`src/include/gpc_regs.vh`:
```
// Purpose: Register map and constants for the pin control block
// Assumes: Register index times four gives the APB byte address
// Notes: Definitions only
`ifndef GPC_REGS_VH
`define GPC_REGS_VH

// Register indices
`define GPC_IDX_IO_SUPPLY 10'h00d
`define GPC_IDX_PIN_LEVEL 10'h00e
`define GPC_IDX_IN_EN 10'h00f
`define GPC_IDX_PIN0_CTL 10'h010

// Reset values
`define GPC_RST_IO_SUPPLY 8'h09
`define GPC_RST_IN_EN 8'hff
`define GPC_RST_PIN0_CTL 8'h00
`define GPC_RST_IO_HV 1'b0
`define GPC_RST_IO_MODE 2'h0

// Supply control fields
`define GPC_IO_HV_BIT 7
`define GPC_IO_OV_BIT 6
`define GPC_IO_MODE_HI 5
`define GPC_IO_MODE_LO 4
`define GPC_IO_RSVD 4'h9

// Pin 0 control fields
`define GPC_P0_SEL_HI 7
`define GPC_P0_SEL_LO 5
`define GPC_P0_SRC_HI 4
`define GPC_P0_SRC_LO 2
`define GPC_P0_VAL_BIT 1
`define GPC_P0_OE_BIT 0

// Output source codes
`define GPC_SRC_DEV 3'h4
`define GPC_SRC_RSVD 3'h5
`define GPC_SRC_TX0 3'h6
`define GPC_SRC_TX1 3'h7

`endif

```
`src/rtl/gpc_top.v`:
```
// Purpose: General-purpose pin control: supply select, pin snapshot, input enables, pin 0 output
// Assumes: APB slave on clk_sys_i; status inputs come from logic on the same clock
// Notes: One wait state on every APB access
//
// Overview of operation
// - With the override clear the detected level drives both supply controls, with it set the written values do.
// - Bit 7 picks 1.8V at 0 and 3.3V at 1 and reads the detected level while the override is clear.
// - Bits 5:4 use 00 for 1.8V and 11 for 3.3V and read the detected level while the override is clear.
// - The status register returns the synchronized level of each input-enabled pin, bit n for pin n; disabled pins read 0.
// - Each pin has an input enable at its bit position, all set after reset.
// - Bits 4:2 pick the output source: receive ports 0 to 3, device status, reserved, transmit ports 0 and 1.
// - A receive-port source forwards remote GPIO 0 to 3, lock, pass, frame valid or line valid.
// - Device status forwards the output value, OR of enabled locks, AND of enabled passes or frame sync.
// - A transmit source forwards AND pass, OR pass, frame valid, line valid, synchronized or its interrupt.
// - The output value bit supplies the pin level when the register-controlled value is selected.
// - The output enable bit switches the pin driver and resets to off.
`timescale 1ns/10ps
`default_nettype none
`include "gpc_regs.vh"

module gpc_top (
  input wire clk_sys_i, // System clock, 25 MHz
  input wire arst_n_i, // Async reset, active low
  input wire psel_i, // APB select
  input wire penable_i, // APB enable
  input wire pwrite_i, // APB direction
  input wire [11:0] paddr_i, // APB byte address
  input wire [31:0] pwdata_i, // APB write data
  input wire [3:0] pstrb_i, // APB byte strobes
  output reg [31:0] prdata_o, // APB read data
  output reg pready_o, // APB ready
  output reg pslverr_o, // APB error
  input wire [7:0] pin_in_i, // Raw pin levels
  input wire io_detect_3v3_i, // Detected supply, 1 = 3.3V
  input wire [3:0] rx_port_en_i, // Receive port enables
  input wire [15:0] rx_remote_gpio_i, // Remote GPIO, 4 per port
  input wire [3:0] rx_lock_i, // Receive lock per port
  input wire [3:0] rx_pass_i, // Receive pass per port
  input wire [3:0] rx_frame_valid_i, // Receive frame valid
  input wire [3:0] rx_line_valid_i, // Receive line valid
  input wire frame_sync_i, // Frame sync signal
  input wire [1:0] tx_pass_and_i, // Transmit AND pass
  input wire [1:0] tx_pass_or_i, // Transmit OR pass
  input wire [1:0] tx_frame_valid_i, // Transmit frame valid
  input wire [1:0] tx_line_valid_i, // Transmit line valid
  input wire [1:0] tx_synced_i, // Multi-port synchronized
  input wire [1:0] tx_irq_i, // Transmit port interrupt
  output reg [7:0] pin_input_enable_o, // Per-pin input enables
  output reg pin0_out_o, // Pin 0 output level
  output reg pin0_oe_o, // Pin 0 output enable
  output reg io_high_voltage_select_o, // Effective 3.3V select
  output reg [1:0] io_supply_mode_o // Effective supply mode
);

  // Pick one bit out of four
  function sel4;
    input [3:0] v;
    input [1:0] i;
    begin
      sel4 = v[i];
    end
  endfunction

  // Registers
  reg io_high_voltage_select;
  reg io_supply_override;
  reg [1:0] io_supply_mode;
  reg [7:0] pin_input_enables;
  reg [2:0] pin0_output_select;
  reg [2:0] pin0_output_source;
  reg pin0_output_value;
  reg pin0_output_enable;

  // Synchronisers for pins and the voltage detector
  reg [7:0] pin_meta;
  reg [7:0] pin_sync;
  reg det_meta;
  reg det_sync;

  always @(posedge clk_sys_i or negedge arst_n_i) begin
    if (!arst_n_i) begin
      pin_meta <= 8'h00;
      pin_sync <= 8'h00;
      det_meta <= 1'b0;
      det_sync <= 1'b0;
    end else begin
      pin_meta <= pin_in_i;
      pin_sync <= pin_meta;
      det_meta <= io_detect_3v3_i;
      det_sync <= det_meta;
    end
  end

  // Disabled inputs read as low so a floating pin cannot toggle status
  wire [7:0] pin_level_snapshot;
  assign pin_level_snapshot = pin_sync & pin_input_enables;

  // Effective supply controls
  wire eff_hv;
  wire [1:0] eff_mode;
  assign eff_hv = io_supply_override ? io_high_voltage_select : det_sync;
  assign eff_mode = io_supply_override ? io_supply_mode : {det_sync, det_sync};

  // APB decode
  wire [9:0] reg_idx;
  wire addr_ok;
  wire hit_io;
  wire hit_lvl;
  wire hit_ien;
  wire hit_p0;
  wire mapped;
  wire access;
  wire wr_en;

  assign reg_idx = paddr_i[11:2];
  assign addr_ok = (paddr_i[1:0] == 2'h0);
  assign hit_io = addr_ok && (reg_idx == `GPC_IDX_IO_SUPPLY);
  assign hit_lvl = addr_ok && (reg_idx == `GPC_IDX_PIN_LEVEL);
  assign hit_ien = addr_ok && (reg_idx == `GPC_IDX_IN_EN);
  assign hit_p0 = addr_ok && (reg_idx == `GPC_IDX_PIN0_CTL);
  assign mapped = hit_io | hit_lvl | hit_ien | hit_p0;
  assign access = psel_i && penable_i;
  // Writes land on the completing edge only; status is read-only
  assign wr_en = access && pready_o && pwrite_i && mapped && !hit_lvl && pstrb_i[0];

  // Read mux
  reg [7:0] rd_byte;
  always @* begin
    rd_byte = 8'h00;
    if (hit_io) begin
      rd_byte = {eff_hv, io_supply_override, eff_mode, `GPC_IO_RSVD};
    end else if (hit_lvl) begin
      rd_byte = pin_level_snapshot;
    end else if (hit_ien) begin
      rd_byte = pin_input_enables;
    end else if (hit_p0) begin
      rd_byte = {pin0_output_select, pin0_output_source, pin0_output_value, pin0_output_enable};
    end
  end

  // Bus answer: one wait state, then ready for a single cycle
  always @(posedge clk_sys_i or negedge arst_n_i) begin
    if (!arst_n_i) begin
      pready_o <= 1'b0;
      pslverr_o <= 1'b0;
      prdata_o <= 32'h00000000;
    end else begin
      if (access && !pready_o) begin
        pready_o <= 1'b1;
        pslverr_o <= !mapped || (pwrite_i && hit_lvl);
        prdata_o <= pwrite_i ? 32'h00000000 : {24'h000000, rd_byte};
      end else begin
        pready_o <= 1'b0;
        pslverr_o <= 1'b0;
      end
    end
  end

  // Register writes
  always @(posedge clk_sys_i or negedge arst_n_i) begin
    if (!arst_n_i) begin
      io_high_voltage_select <= `GPC_RST_IO_HV;
      io_supply_override <= 1'b0;
      io_supply_mode <= `GPC_RST_IO_MODE;
      pin_input_enables <= `GPC_RST_IN_EN;
      pin0_output_select <= 3'h0;
      pin0_output_source <= 3'h0;
      pin0_output_value <= 1'b0;
      pin0_output_enable <= 1'b0;
    end else if (wr_en) begin
      if (hit_io) begin
        io_high_voltage_select <= pwdata_i[`GPC_IO_HV_BIT];
        io_supply_override <= pwdata_i[`GPC_IO_OV_BIT];
        io_supply_mode <= pwdata_i[`GPC_IO_MODE_HI:`GPC_IO_MODE_LO];
      end
      if (hit_ien) begin
        pin_input_enables <= pwdata_i[7:0];
      end
      if (hit_p0) begin
        pin0_output_select <= pwdata_i[`GPC_P0_SEL_HI:`GPC_P0_SEL_LO];
        pin0_output_source <= pwdata_i[`GPC_P0_SRC_HI:`GPC_P0_SRC_LO];
        pin0_output_value <= pwdata_i[`GPC_P0_VAL_BIT];
        pin0_output_enable <= pwdata_i[`GPC_P0_OE_BIT];
      end
    end
  end

  // Device-level status terms
  wire lock_or_enabled;
  wire pass_and_enabled;
  assign lock_or_enabled = |(rx_lock_i & rx_port_en_i);
  // Disabled ports count as passing so they do not hold the AND low
  assign pass_and_enabled = &(rx_pass_i | ~rx_port_en_i);

  // Receive-port source
  wire [1:0] rx_port;
  wire [3:0] rx_gpio_sel;
  reg rx_bit;
  assign rx_port = pin0_output_source[1:0];
  assign rx_gpio_sel = rx_remote_gpio_i[{rx_port, 2'b00} +: 4];

  always @* begin
    case (pin0_output_select)
      3'h0, 3'h1, 3'h2, 3'h3: rx_bit = sel4(rx_gpio_sel, pin0_output_select[1:0]);
      3'h4: rx_bit = sel4(rx_lock_i, rx_port);
      3'h5: rx_bit = sel4(rx_pass_i, rx_port);
      3'h6: rx_bit = sel4(rx_frame_valid_i, rx_port);
      3'h7: rx_bit = sel4(rx_line_valid_i, rx_port);
      default: rx_bit = 1'b0;
    endcase
  end

  // Device-status source; frame sync sits on the code after the AND pass
  reg dev_bit;
  always @* begin
    case (pin0_output_select)
      3'h0: dev_bit = pin0_output_value;
      3'h1: dev_bit = lock_or_enabled;
      3'h2: dev_bit = pass_and_enabled;
      3'h3: dev_bit = frame_sync_i;
      default: dev_bit = 1'b0;
    endcase
  end

  // Transmit-port source
  wire tx_port;
  reg tx_bit;
  assign tx_port = pin0_output_source[0];

  always @* begin
    case (pin0_output_select)
      3'h0: tx_bit = tx_pass_and_i[tx_port];
      3'h1: tx_bit = tx_pass_or_i[tx_port];
      3'h2: tx_bit = tx_frame_valid_i[tx_port];
      3'h3: tx_bit = tx_line_valid_i[tx_port];
      3'h4: tx_bit = tx_synced_i[tx_port];
      3'h5: tx_bit = tx_irq_i[tx_port];
      default: tx_bit = 1'b0;
    endcase
  end

  // Source mux
  reg next_pin0_out;
  always @* begin
    case (pin0_output_source)
      `GPC_SRC_DEV: next_pin0_out = dev_bit;
      `GPC_SRC_RSVD: next_pin0_out = 1'b0;
      `GPC_SRC_TX0, `GPC_SRC_TX1: next_pin0_out = tx_bit;
      default: next_pin0_out = rx_bit;
    endcase
  end

  // Registered outputs; one cycle behind the selected source
  always @(posedge clk_sys_i or negedge arst_n_i) begin
    if (!arst_n_i) begin
      pin0_out_o <= 1'b0;
      pin0_oe_o <= 1'b0;
      pin_input_enable_o <= `GPC_RST_IN_EN;
      io_high_voltage_select_o <= 1'b0;
      io_supply_mode_o <= 2'h0;
    end else begin
      pin0_out_o <= next_pin0_out;
      pin0_oe_o <= pin0_output_enable;
      pin_input_enable_o <= pin_input_enables;
      io_high_voltage_select_o <= eff_hv;
      io_supply_mode_o <= eff_mode;
    end
  end

endmodule // gpc_top
`default_nettype wire

```
`config.mk`:
```
export PLATFORM = sky130hd
export DESIGN_NAME = gpc_top
export DESIGN_NICKNAME = d
export VERILOG_FILES = /design/src/rtl/gpc_top.v
export VERILOG_INCLUDE_DIRS = /design/src /design/src/include
export SDC_FILE = /design/constraint.sdc
export NUM_CORES = 1
export LEC_CHECK = 0
export ABC_AREA = 1
export CORE_MARGIN = 4
export CORE_UTILIZATION = 59
export CTS_BUF_LIST = sky130_fd_sc_hd__clkbuf_8
export DETAILED_ROUTE_END_ITERATION = 8
export DONT_BUFFER_PORTS = 1
export GPL_TIMING_DRIVEN = 1
export PLACE_DENSITY = 0.79
export SLEW_MARGIN = 20
export SYNTH_ARGS = -nofsm -noshare
export SYNTH_HDL_FRONTEND = slang
export SYNTH_SLANG_ARGS = --single-unit
export TNS_END_PERCENT = 5
```
`constraint.sdc`:
```
create_clock -name clk_sys_i -period 1.3 [get_ports clk_sys_i]
set_input_delay 0.065 -clock clk_sys_i [delete_from_list [all_inputs] [get_ports clk_sys_i]]
set_output_delay 0.065 -clock clk_sys_i [all_outputs]
set_load 0.02 [all_outputs]
```
* Word level (Yosys, flattened, before mapping)
Index checks and enable logic that the tools add are counted.
** Word-level totals
- Register bits :: 85
- Latch bits :: 0
- RAM bits :: 0
- Memory bits (read-only) :: 0
- Input bits :: 111
- Output and inout bits :: 47
- Memories kept :: 0
** Operators by class
- Add/subtract/negate cells :: 0
- Multiply operators :: 0
- Divide/modulo/power cells :: 0
- Magnitude comparators :: 3
- Equality and inequality tests :: 15
- Shifts and indexed selects :: 1
- Muxes and demuxes :: 35
- Bitwise operators :: 7
- Reduce and logical (&&, ||, !) cells :: 25
** Operators with widths (count)
- 2-to-1 mux 8 bit :: 5
- equality test 10 x 4 -> 1 bit, second input constant :: 3
- equality test 3 bit, second input constant :: 8
- 2-to-1 mux 1 bit :: 20
- indexed part select 16 x 5 -> 4 bit :: 1
- logical AND 1 bit :: 12
- binary-select mux 1 bit (select 2 bit) :: 5
- equality test 10 x 5 -> 1 bit, second input constant :: 1
- bitwise AND 8 bit :: 1
- OR reduction 4 bit :: 2
- equality test 3 x 2 -> 1 bit, second input constant :: 2
- < comparator 2 x 3 -> 1 bit, second input constant :: 2
- one-hot mux 1 bit (6 select lines) :: 1
- AND reduction 2 bit :: 3
- one-hot mux 1 bit (5 select lines) :: 1
- bitwise AND 4 bit :: 1
- NOT 4 bit :: 1
- OR 4 bit :: 1
- one-hot mux 1 bit (4 select lines) :: 1
- AND reduction 4 bit :: 1
- equality test 3 x 1 -> 1 bit, second input constant :: 1
- zero test 1 bit :: 3
- zero test 3 bit :: 1
- OR 1 bit :: 3
- other kinds (6) :: 6

* Longest topological paths before layout
Gate-level depths: netlist of run 1.
- Depth in word-level cells :: 9
- Depth in mapped cells :: 11
- Gate-level depth less buffers :: 11

* Worst setup path after synthesis of run 1
OpenSTA, ideal clock, no wires.
- Path type :: flip-flop to flip-flop
- From :: reg pready_o
- To :: reg io_high_voltage_select
- Setup time :: 0.129 ns
- Data arrival time :: 1.166 ns
- Required time :: 1.171 ns
- Setup slack :: 0.005 ns
- Stages on the path, launching flop included :: 6
- Period minus slack after synthesis :: 1.295 ns
- Path through :: dfrtp_1 > nand3_1 > nor2_4 > nand4_1 > nand2_1 > o21ai_0
** Between the ends
- Longest elaborated chain between the ends :: 6
** RTL lines
- start, declared :: line gpc_top.v:31 : output reg pready_o,
- start signal, assigned :: line gpc_top.v:144 : pready_o <= 1'b0;
- start signal, assigned :: line gpc_top.v:149 : pready_o <= 1'b1;
- start signal, assigned :: line gpc_top.v:153 : pready_o <= 1'b0;
- logical AND 1 bit (5 in a row) :: line gpc_top.v:124 : assign wr_en = access && pready_o && pwrite_i && mapped && !hit_lvl && pstrb_i[0];
- AND reduction 2 bit (no line)
- end signal, assigned :: line gpc_top.v:162 : io_high_voltage_select <= `GPC_RST_IO_HV;
- end signal, assigned :: line gpc_top.v:172 : io_high_voltage_select <= pwdata_i[`GPC_IO_HV_BIT];
- end, declared :: line gpc_top.v:65 : reg io_high_voltage_select;
No other way between the ends.
A chain may end at the register's enable or synchronous reset.

* Worst setup path in the final report of run 1
- From :: reg pin0_output_source[0]
- To :: reg pin0_out_o
** Between the ends
- Longest elaborated chain between the ends :: 5
- Elaborated cells between the ends (all ways) :: 31
- Those cells by class :: eq/ne (4); shift (1); mux (25); reduce/logical (1)
** RTL lines
- start, declared :: line gpc_top.v:70 : reg [2:0] pin0_output_source;
- start signal, assigned :: line gpc_top.v:181 : pin0_output_source <= pwdata_i[`GPC_P0_SRC_HI:`GPC_P0_SRC_LO];
- indexed part select 16 x 5 -> 4 bit :: line gpc_top.v:200 : assign rx_gpio_sel = rx_remote_gpio_i[{rx_port, 2'b00} +: 4];
- binary-select mux 1 bit (select 2 bit) :: line gpc_top.v:60 : sel4 = v[i];
- 2-to-1 mux 1 bit (implied by the code) :: line gpc_top.v:60
- one-hot mux 1 bit (5 select lines) :: line gpc_top.v:203 : case (pin0_output_select)
- one-hot mux 1 bit (3 select lines) * :: line gpc_top.v:245 : case (pin0_output_source)
- named net next_pin0_out :: line gpc_top.v:243 : reg next_pin0_out;
- end signal, assigned :: line gpc_top.v:262 : pin0_out_o <= next_pin0_out;
- end, declared :: line gpc_top.v:49 : output reg pin0_out_o,
Mark *: on every way through the listed nets, which the timed path passes. The rest lies on a longest branch. The select of a mux whose other input is x is not followed.

==> results of run 1 <==
==> layout by cell type, fill, tap and decap left out, types with 2 or more instances in the layout <==
| master | synthesis | final |
|---|---|---|
| dfstp_2 | 16 | 16 |
| dlygate4sd3_1 | 0 | 19 |
| conb_1 | 1 | 24 |
| nand2_2 | 6 | 6 |
| nor2_1 | 27 | 25 |
| buf_6 | 3 | 4 |
| nor2_4 | 3 | 5 |
| nand3_1 | 22 | 21 |
| clkinv_2 | 1 | 4 |
| inv_1 | 40 | 41 |
| inv_2 | 3 | 2 |
| nor3_1 | 2 | 2 |
| a21oi_1 | 6 | 5 |
| buf_4 | 25 | 14 |
| o21ai_1 | 19 | 21 |
| nand2_1 | 153 | 153 |
| nand4_1 | 4 | 4 |
| nor2_2 | 7 | 7 |
| nand3b_1 | 2 | 2 |
| clkbuf_8 | 0 | 11 |
| o21ai_0 | 4 | 2 |
| nand3_2 | 1 | 2 |
| o21ai_2 | 16 | 16 |
| dfrtp_1 | 45 | 44 |
| or2_1 | 2 | 2 |
| nand3_4 | 2 | 2 |
==> critical path: cells and delay by family, from the launching register on <==
kind                   cells  cell delay [ps]
and+or+nand+nor           10              650
DFF                        1              490
buffers and inverters      1              160
==> power groups by stage <==
stage               sequential, mW  clock (mW)  combinational, mW
detailed placement            2.00           0              0.202
floorplan                     1.99           0              0.221
global route                  1.97        1.62              0.295
CTS                           1.96        1.51              0.251
finish                        1.96        1.49              0.264
global placement              1.99           0              0.198
==> stage by stage <==
stage / worst slack [ps] / setup TNS [ps]
finish: -106 / -106
global placement: -71.5 / -71.5
global route: -202 / -451
floorplan: 4.95 / 0
CTS: -57.6 / -57.6
detailed placement: -174 / -238
==> routing by layer <==
metal	vias up	GRT usage, %	part of all wire (%)
met4	0	8.99	1.5
met2	119	38.2	51
met5	-	0	0
met3	10	7.27	10
met1	1278	26.5	38
li1	1337	-	-
==> logic make-up after synthesis <==
| kind of cell | share of synthesized area (%) |
|---|---|
| and+or+nand+nor | 31.0 |
| DFF | 47.0 |
| buffers and inverters | 13.0 |
| other | 0.114 |
| AOI/OAI and AO/OA | 8.90 |
==> layout make-up <==
type | instances | area share [%]
Clock inverter | 5 | 0.695
Timing Repair Buffer | 39 | 9.47
Multi-Input combinational cell | 303 | 37.8
Clock buffer | 11 | 4.01
Sequential cell | 61 | 41.0
Inverter | 45 | 4.77
Tap cell | 70 | 2.32
==> repair_timing <==
item,in CTS,in global routing
gates cloned,0,1
resized for setup,4,12
endpoints found under the setup margin,5,26
endpoints found under the hold margin,91,61
setup buffers,1,1
pin swaps,3,5
==> worst max-delay path by stage <==
stage	from	endpoint	slack (ps)	cells past startpoint
2_1_floorplan	pready_o	io_high_voltage_select	5	5
3_3_place_gp	pin0_output_source[0]	pin0_out_o	-70	10
3_5_place_dp	pin0_output_source[0]	pin0_out_o	-170	10
4_1_cts	pin0_output_source[0]	pin0_out_o	-60	9
5_1_grt	pin0_output_source[0]	pin0_out_o	-200	10
6_report	pin0_output_source[0]	pin0_out_o	-110	11
==> flip-flops by register name, indices dropped and copies added (netlist names), 2 cells and up <==
register            cells
io_supply_mode          2
io_supply_mode_o        2
pin_input_enable_o      8
pin0_output_source      3
pin_meta                8
pin_input_enables       8
pin0_output_select      3
prdata_o                8
pin_sync                8
==> out/results.tsv, run 1 <==
stage	metric	value	unit
logic_synthesis	Synth Warn #	0	
finish	layout cells sized above 1	20.7	%
finish	Finished Core Util	71.7	%
clock_network	clock tree from TritonCTS	yes	
drt	DRT Pass-1 Iters	4	
floorplanning	row count	26	
clock_network	# H-tree levels	3	
drt	DRT Wirelength	7730	um
pwr	VDD IR max	1080	uV
placed_design	placed inst area	3330	um2
finish	# diodes	0	
sta	clock skew	3.27	ps
grt	initial antenna violation count	0	
logic_synthesis	Seq/Total Area, Yosys	47.0	%
clock_network	Clock Pin Slew Worst Setup and Hold Paths	60	ps
drt	DRT iter0 DRCs	85	
pwr	PD cells	984	nW/um2
worst_setup_path	CP required	1530	ps
pwr	Power, Total	3.72	mW
finish	area grow syn2layout	14.8	%
floorplanning	initial core utilization	62.4	%
logic_synthesis	Most used DFF post-synth	dfrtp_1	
logic_synthesis	top post-synthesis cells by count	153 x nand2_1, 45 x dfrtp_1, 40 x inv_1	
grt	global-route wire length before repair	11400	um
worst_setup_path	CP Capture Type	flip-flop	
floorplanning	full die area	6840	um2
placed_design	dpl hpwl	5460	um
worst_setup_path	crit start category	flip-flop	
placed_design	gpl congestion	0.819	
worst_setup_path	critical path peak fanout	9	
placed_design	# port buffers	0	
drt	routed vias/inst	5.14	
sta	Setup-failing EPs final	1	
finish	Filler Cell Count	391	
logic_synthesis	mean cell area of the mapped netlist	7.83	um2
logic_synthesis	Post-synth EDFFs	0	
worst_setup_path	critical path's largest stage delay	490	ps
worst_setup_path	worst r2r src	pin0_output_source[0]	
pwr	clock share of power	40.1	%
grt	largest net degree at the start of global routing	62	
pwr	Sw Ratio	24.3	%
finish	# nets final	570	
floorplanning	Die Wd	82.7	um
worst_setup_path	Worst Path Arrival	1640	ps
drt	Routed WL per cell	14.5	um
sta	post-layout min period	1410	ps
worst_setup_path	RR Endpoint	pin0_out_o	
grt	grt total ovfl	0	
floorplanning	core box area	5270	um2
worst_setup_path	Top cell by count, worst path	nand2_1	
logic_synthesis	ranking of synthesized cells by area	dfrtp_1 34%, nand2_1 17%, dfstp_2 13%	
worst_setup_path	critical path class	reg2reg	
placed_design	Inst Count DP	495	
worst_setup_path	slowest CP cell	dfrtp_2	
worst_hold_path	Hold Path Class	in2async	
finish	Post-Layout Cell Count	534	
logic_synthesis	area share of the largest cell type after synthesis	34.2	%
logic_synthesis	post-synth top area cell	dfrtp_1	
grt	gr usage total	22.5	%
sta	final hold vios	61	
sta	fin crit share	108	%
sta	count of pins over their slew limit	0	
worst_setup_path	r2r setup slk	-110	ps
grt	vias in the first global route	2538	
clock_network	clk_lat worst skew	340	ps
logic_synthesis	Syn Inst Count	420	
worst_setup_path	Register-to-Register Path Depth	11	
clock_network	clock sinks	61	
finish	Final Cell Area	3780	um2
drt	via count	2744	
logic_synthesis	most numerous cell in the Yosys netlist	nand2_1	
logic_synthesis	ys async rst share	100	%
pwr	Lkg Pwr	1.88	nW
logic_synthesis	Distinct cells, synth	29	
pwr	Logic pwr share	7.1	%
worst_setup_path	Cell Chain, Critical Path	buf_6, nor2_2, nor2_1, nand2_1, nand2_1, nand2_1, nand2_1, nor2_1, nand2_1, nand3_1, nand2_1	
pwr	P_sw	0.904	mW
run_status	outcome	complete, but fails checks	
clock_network	hold_buf cts	20	
run_status	failing checks	negative hold slack, negative setup slack	
clock_network	clk buf depth	2	
sta	Final WS setup	-106	ps
finish	area occupied by multi-input gates	1430	um2
flow_run	number of max-cap violations	0	
sta	RSZ-0062 raised after global routing	true	
drt	Post-DRT Antenna Nets	0	
drt	DRC Markers	0	
logic_synthesis	post-synthesis cell area	3290	um2
sta	Min Hold Slack	-583	ps
clock_network	Inserted Clock Buffers	9	
pwr	Sequential Power Share	52.8	%
clock_network	clk root buf	clkbuf_8	
floorplanning	Die Span Y	82.7	um
sta	Fmax achieved	711	MHz
pwr	internal power	2.81	mW
logic_synthesis	number of synthesized register bits	61	
finish	Reg area	1550	um2
floorplanning	IO Pins	158	
Note: power is estimated with default switching activity, not from simulation.
==> run 2, diff against run 1 <==
REMOVE_ABC_BUFFERS = 1   (was unset)
==> out/results.tsv, run 2 (synthesis gave the netlist of run 1 again) <==
stage	metric	value	unit
finish	Finished Core Util	73.5	%
sta	clock skew	6.37	ps
grt	grt total ovfl	0	
grt	vias in the first global route	2577	
grt	initial antenna violation count	0	
clock_network	Inserted Clock Buffers	9	
sta	Fin Setup TNS	-80.0	ps
finish	# nets final	576	
worst_hold_path	Hold Path Class	in2async	
floorplanning	IO Pins	158	
drt	DRT Wirelength	7600	um
floorplanning	Die Wd	82.7	um
finish	area grow syn2layout	17.7	%
worst_setup_path	CP required	1530	ps
sta	Min Hold Slack	-584	ps
clock_network	clk_lat worst skew	340	ps
pwr	clock share of power	44.7	%
drt	DRT iter0 DRCs	200	
clock_network	clock tree from TritonCTS	yes	
clock_network	# H-tree levels	3	
sta	final hold vios	61	
clock_network	clk root buf	clkbuf_8	
sta	RSZ-0062 raised after global routing	true	
grt	gr usage total	23.0	%
sta	fin crit share	106	%
grt	largest net degree at the start of global routing	62	
pwr	VDD IR max	1080	uV
placed_design	placed inst area	3380	um2
pwr	Power, Total	4.03	mW
finish	Final Cell Area	3870	um2
drt	DRT Pass-1 Iters	6	
pwr	Logic pwr share	6.5	%
clock_network	clock sinks	61	
finish	layout cells sized above 1	21.7	%
run_status	failing checks	negative hold slack, negative setup slack	
sta	post-layout min period	1380	ps
floorplanning	row count	26	
worst_setup_path	Worst Path Arrival	1610	ps
pwr	Lkg Pwr	1.92	nW
sta	Final WS setup	-80.0	ps
drt	via count	2729	
placed_design	# port buffers	0	
clock_network	Clock Pin Slew Worst Setup and Hold Paths	70	ps
sta	Fmax achieved	725	MHz
run_status	outcome	complete, but fails checks	
clock_network	hold_buf cts	20	
grt	global-route wire length before repair	11700	um
floorplanning	full die area	6840	um2
finish	most frequent cells in the layout	152 x nand2_1, 44 x dfrtp_1, 40 x inv_1, 27 x nor2_1, 24 x conb_1	
drt	Post-DRT Antenna Nets	0	
worst_setup_path	critical path class	reg2reg	
pwr	Sequential Power Share	48.8	%
drt	Routed WL per cell	14.1	um
clock_network	clk buf depth	2	
floorplanning	core box area	5270	um2
pwr	P_sw	0.921	mW
worst_setup_path	CP Capture Type	flip-flop	
pwr	PD cells	1040	nW/um2
drt	DRC Markers	0	
finish	Filler Cell Count	395	
sta	Setup-failing EPs final	1	
worst_setup_path	crit start category	flip-flop	
pwr	internal power	3.11	mW
finish	most common cell after layout, fill and taps aside	nand2_1	
placed_design	gpl congestion	0.792	
pwr	Sw Ratio	22.9	%
worst_setup_path	critical path peak fanout	10	
drt	routed vias/inst	5.05	
worst_setup_path	Register-to-Register Path Depth	12	
floorplanning	Die Span Y	82.7	um
sta	count of pins over their slew limit	0	
floorplanning	initial core utilization	62.4	%
placed_design	dpl hpwl	5450	um
flow_run	number of max-cap violations	0	
finish	# diodes	0	
-- run 2: power by group through the flow --
stage / Combinational [mW] / Sequential (mW) / Clock (mW)
2_1_floorplan: 0.165 / 1.99 / 0
3_3_place_gp: 0.197 / 2.00 / 0
3_5_place_dp: 0.201 / 2.00 / 0
4_1_cts: 0.253 / 1.96 / 1.83
5_1_grt: 0.295 / 1.97 / 1.92
6_report: 0.262 / 1.96 / 1.80
-- run 2: worst max-delay path, stage by stage, from the launching register on --
cell and delay [ps]:
dfrtp_2 450, buf_6 140, buf_12 130, nand2_1 60
nand2_1 50, nand2_1 60, nand2_1 40, nor2_1 90
nand2_1 60, nand2_1 60, nand2_1 50, inv_1 40
nand2_1 40
-- run 2: what timing repair did --
action                                 CTS  global route
endpoints found under the hold margin   92            61
pin swaps                                1             4
setup endpoints to repair                2            15
gates resized for setup                  8             7
setup buffers                            4             0
-- run 2: metrics by stage --
stage	hold WS [ps]	setup slack (ps)	cells
2_1_floorplan	-231	-354	409
3_3_place_gp	-229	-59.5	500
3_5_place_dp	-229	-97.0	500
4_1_cts	-598	-76.7	540
5_1_grt	-604	-187	540
6_report	-584	-80.0	540
-- run 2: layer usage --
metal  up-vias  track usage, %  share of wire (%)
met2       107            42.5                 54
li1       1352               -                  -
met4         0            8.50               0.95
met3         6            5.86                7.3
met5         -               0                  0
met1      1264            25.3                 38
-- run 2: worst paths after layout --
path	from	endpoint	slack (ps)
worst max-delay path	pin0_output_source[0]	pin0_out_o	-80
worst min-delay path	arst_n_i	pin0_output_select[0]	-580
worst max register to register	pin0_output_source[0]	pin0_out_o	-80
worst min register to register	pin_meta[5]	pin_sync[5]	350
max in group asynchronous	arst_n_i	pin_input_enable_o[1]	1700
min in group clk_sys_i	rx_remote_gpio_i[13]	pin0_out_o	80
-- run 2: layout make-up --
type	instances	area, um2	area share [%]
flip-flops and latches	61	1550	40.0
multi-input cells	303	1430	36.9
repair buffers	45	419	10.8
inverters	45	178	4.59
clock buffers	9	124	3.20
clock inverters	7	88.8	2.29
well taps	70	87.6	2.26
==> run 3, diff against run 2 <==
ABC_AREA = unset   (was 1)
==> out/results.tsv, run 3 <==
stage	metric	value	unit
worst_setup_path	crit start category	flip-flop	
pwr	Logic pwr share	6.0	%
pwr	P_sw	0.878	mW
finish	Post-Layout Cell Count	345	
sta	RSZ-0062 raised after global routing	true	
worst_setup_path	Top cell by count, worst path	mux4_2	
floorplanning	initial core utilization	61.9	%
finish	area occupied by multi-input gates	1350	um2
sta	Fin Setup TNS	-1700	ps
worst_setup_path	critical path class	reg2reg	
placed_design	dpl hpwl	5040	um
logic_synthesis	mean cell area of the mapped netlist	13.1	um2
clock_network	hold_buf cts	18	
clock_network	# H-tree levels	3	
drt	Routed WL per cell	20.6	um
floorplanning	Die Span Y	79.1	um
finish	layout cells sized above 1	34.2	%
logic_synthesis	area share of the largest cell type after synthesis	37.8	%
logic_synthesis	Synth Warn #	0	
finish	Filler Cell Count	332	
sta	final hold vios	61	
finish	area grow syn2layout	20.2	%
clock_network	clock sinks	61	
sta	count of pins over their slew limit	0	
floorplanning	row count	25	
pwr	Lkg Pwr	1.59	nW
finish	most frequent cells in the layout	44 x dfrtp_1, 25 x buf_4, 24 x conb_1, 18 x dlygate4sd3_1, 16 x dfstp_2	
worst_setup_path	Worst Path Arrival	2140	ps
drt	DRC Markers	0	
drt	Post-DRT Antenna Nets	0	
drt	routed vias/inst	5.96	
logic_synthesis	most numerous cell in the Yosys netlist	dfrtp_1	
run_status	outcome	complete, but fails checks	
drt	DRT iter0 DRCs	299	
pwr	internal power	3.02	mW
worst_setup_path	r2r setup slk	-600	ps
placed_design	# port buffers	0	
clock_network	clock tree from TritonCTS	yes	
grt	global-route wire length before repair	10900	um
logic_synthesis	Distinct cells, synth	51	
drt	DRT Wirelength	7100	um
sta	Fmax achieved	526	MHz
grt	initial antenna violation count	0	
worst_hold_path	Hold Path Class	in2async	
clock_network	clk buf depth	2	
worst_setup_path	critical path's largest stage delay	520	ps
placed_design	gpl congestion	0.815	
grt	gr usage total	23.5	%
placed_design	Inst Count DP	309	
pwr	Sw Ratio	22.5	%
worst_setup_path	CP Buf/Inv Count	0	
sta	Setup-failing EPs final	25	
logic_synthesis	number of synthesized register bits	61	
worst_setup_path	critical path peak fanout	6	
clock_network	clk root buf	clkbuf_8	
sta	Min Hold Slack	-594	ps
logic_synthesis	Syn Inst Count	227	
logic_synthesis	post-synthesis cell area	2980	um2
pwr	clock share of power	43.6	%
grt	vias in the first global route	2176	
worst_setup_path	Cell Chain, Critical Path	mux4_2, mux4_2, nor2_2, nor4_1, a31o_1	
clock_network	clk_lat worst skew	350	ps
clock_network	Clock Pin Slew Worst Setup and Hold Paths	70	ps
floorplanning	Die Wd	79.1	um
pwr	VDD IR max	834	uV
worst_setup_path	CP required	1540	ps
worst_setup_path	slowest CP cell	mux4_2	
logic_synthesis	Seq/Total Area, Yosys	51.9	%
drt	via count	2055	
sta	post-layout min period	1900	ps
logic_synthesis	ys async rst share	100	%
finish	most common cell after layout, fill and taps aside	dfrtp_1	
sta	fin crit share	146	%
logic_synthesis	ranking of synthesized cells by area	dfrtp_1 38%, dfstp_2 14%, mux4_2 7.6%	
logic_synthesis	Post-synth EDFFs	0	
worst_setup_path	Top delay family on crit path	multiplexers	
finish	# diodes	0	
worst_setup_path	CP Capture Type	flip-flop	
flow_run	number of max-cap violations	0	
drt	DRT Pass-1 Iters	4	
run_status	failing checks	negative hold slack, negative setup slack	
grt	grt total ovfl	0	
floorplanning	IO Pins	158	
clock_network	Inserted Clock Buffers	9	
sta	clock skew	9.84	ps
floorplanning	core box area	4820	um2
grt	largest net degree at the start of global routing	62	
logic_synthesis	top post-synthesis cells by count	45 x dfrtp_1, 24 x buf_4, 16 x dfstp_2	
logic_synthesis	Most used DFF post-synth	dfrtp_1	
finish	# nets final	384	
pwr	Power, Total	3.89	mW
floorplanning	full die area	6260	um2
sta	Final WS setup	-599	ps
pwr	PD cells	1090	nW/um2
finish	Reg area	1550	um2
pwr	Sequential Power Share	50.4	%
logic_synthesis	post-synth top area cell	dfrtp_1	
## run 3: cell count changes after synthesis, moves of 5 or more
cell / delta
o21ai_1: -15
mux2i_1: +5
mux4_2: +10
o21ai_2: -16
nand2_2: -6
nor2_1: -23
nor2_2: -6
nor2b_1: +5
mux2_1: +15
o2111a_1: +6
nand3_1: -18
inv_1: -36
nand2_1: -138
clkbuf_1: +6
## run 3: final timing paths
check                                      start                     to  cells past startpoint
setup / recovery           pin0_output_source[0]             pin0_out_o                      5
hold / removal                          arst_n_i  pin0_output_select[1]                      0
setup reg to reg           pin0_output_source[0]             pin0_out_o                      5
hold reg to reg                      pin_meta[5]            pin_sync[5]                      0
max in group asynchronous               arst_n_i   pin_input_enables[1]                      0
min in group clk_sys_i                paddr_i[8]  pin0_output_select[1]                      3
## run 3: layout make-up
cell class,instances,share of cell area [%]
inverter,4,0.419
sequential,61,43.2
tap,67,2.34
multi-input combinational,152,37.5
clock inverter,5,1.43
timing repair buffer,45,10.9
clock buffer,11,4.22
## run 3: power groups by stage
| stage | Combinational, mW | Sequential, mW | Clock [mW] |
|---|---|---|---|
| after floorplan | 0.133 | 1.99 | 0 |
| after global placement | 0.163 | 1.99 | 0 |
| after detailed placement | 0.168 | 2.00 | 0 |
| after CTS | 0.222 | 1.96 | 1.73 |
| after global routing | 0.249 | 1.97 | 1.83 |
| final | 0.233 | 1.96 | 1.70 |
## run 3: cells by family (layout without fill, tap and decap cells)
group / Yosys count / after routing / synth area share [%]
AND/OR/NAND/NOR: 58 / 58 / 12.8
other: 1 / 24 / 0.126
AO/OA/AOI/OAI: 34 / 34 / 9.53
buffers and inverters: 37 / 65 / 8.01
multiplexers: 36 / 36 / 17.7
flip-flops: 61 / 61 / 51.9
## run 3: per-stage QoR
| step | area [um2] | setup slack [ps] | util (%) |
|---|---|---|---|
| floorplan | 2840 | -917 | - |
| global placement | 3120 | -672 | 64.7 |
| detailed placement | 3120 | -719 | 64.7 |
| CTS | 3540 | -622 | 73.5 |
| global route | 3580 | -644 | 74.4 |
| finish | 3580 | -599 | 74.4 |
## run 3: repair_timing
item                                    4_1_cts  5_1_grt
endpoints found under the setup margin       28       30
pin swaps                                     4        4
gates resized for setup                       9        6
hold endpoints to repair                     92       61
setup buffers                                 0        2
## run 3: routing by layer
metal | track usage [%] | wire, um | up-vias | part of all wire, %
met5 | 0 | 0 | - | 0
met1 | 27.1 | 2520 | 1043 | 35
met3 | 10.1 | 645 | 14 | 9.1
met4 | 6.87 | 97 | 0 | 1.4
met2 | 39.9 | 3840 | 100 | 54
li1 | - | - | 898 | -
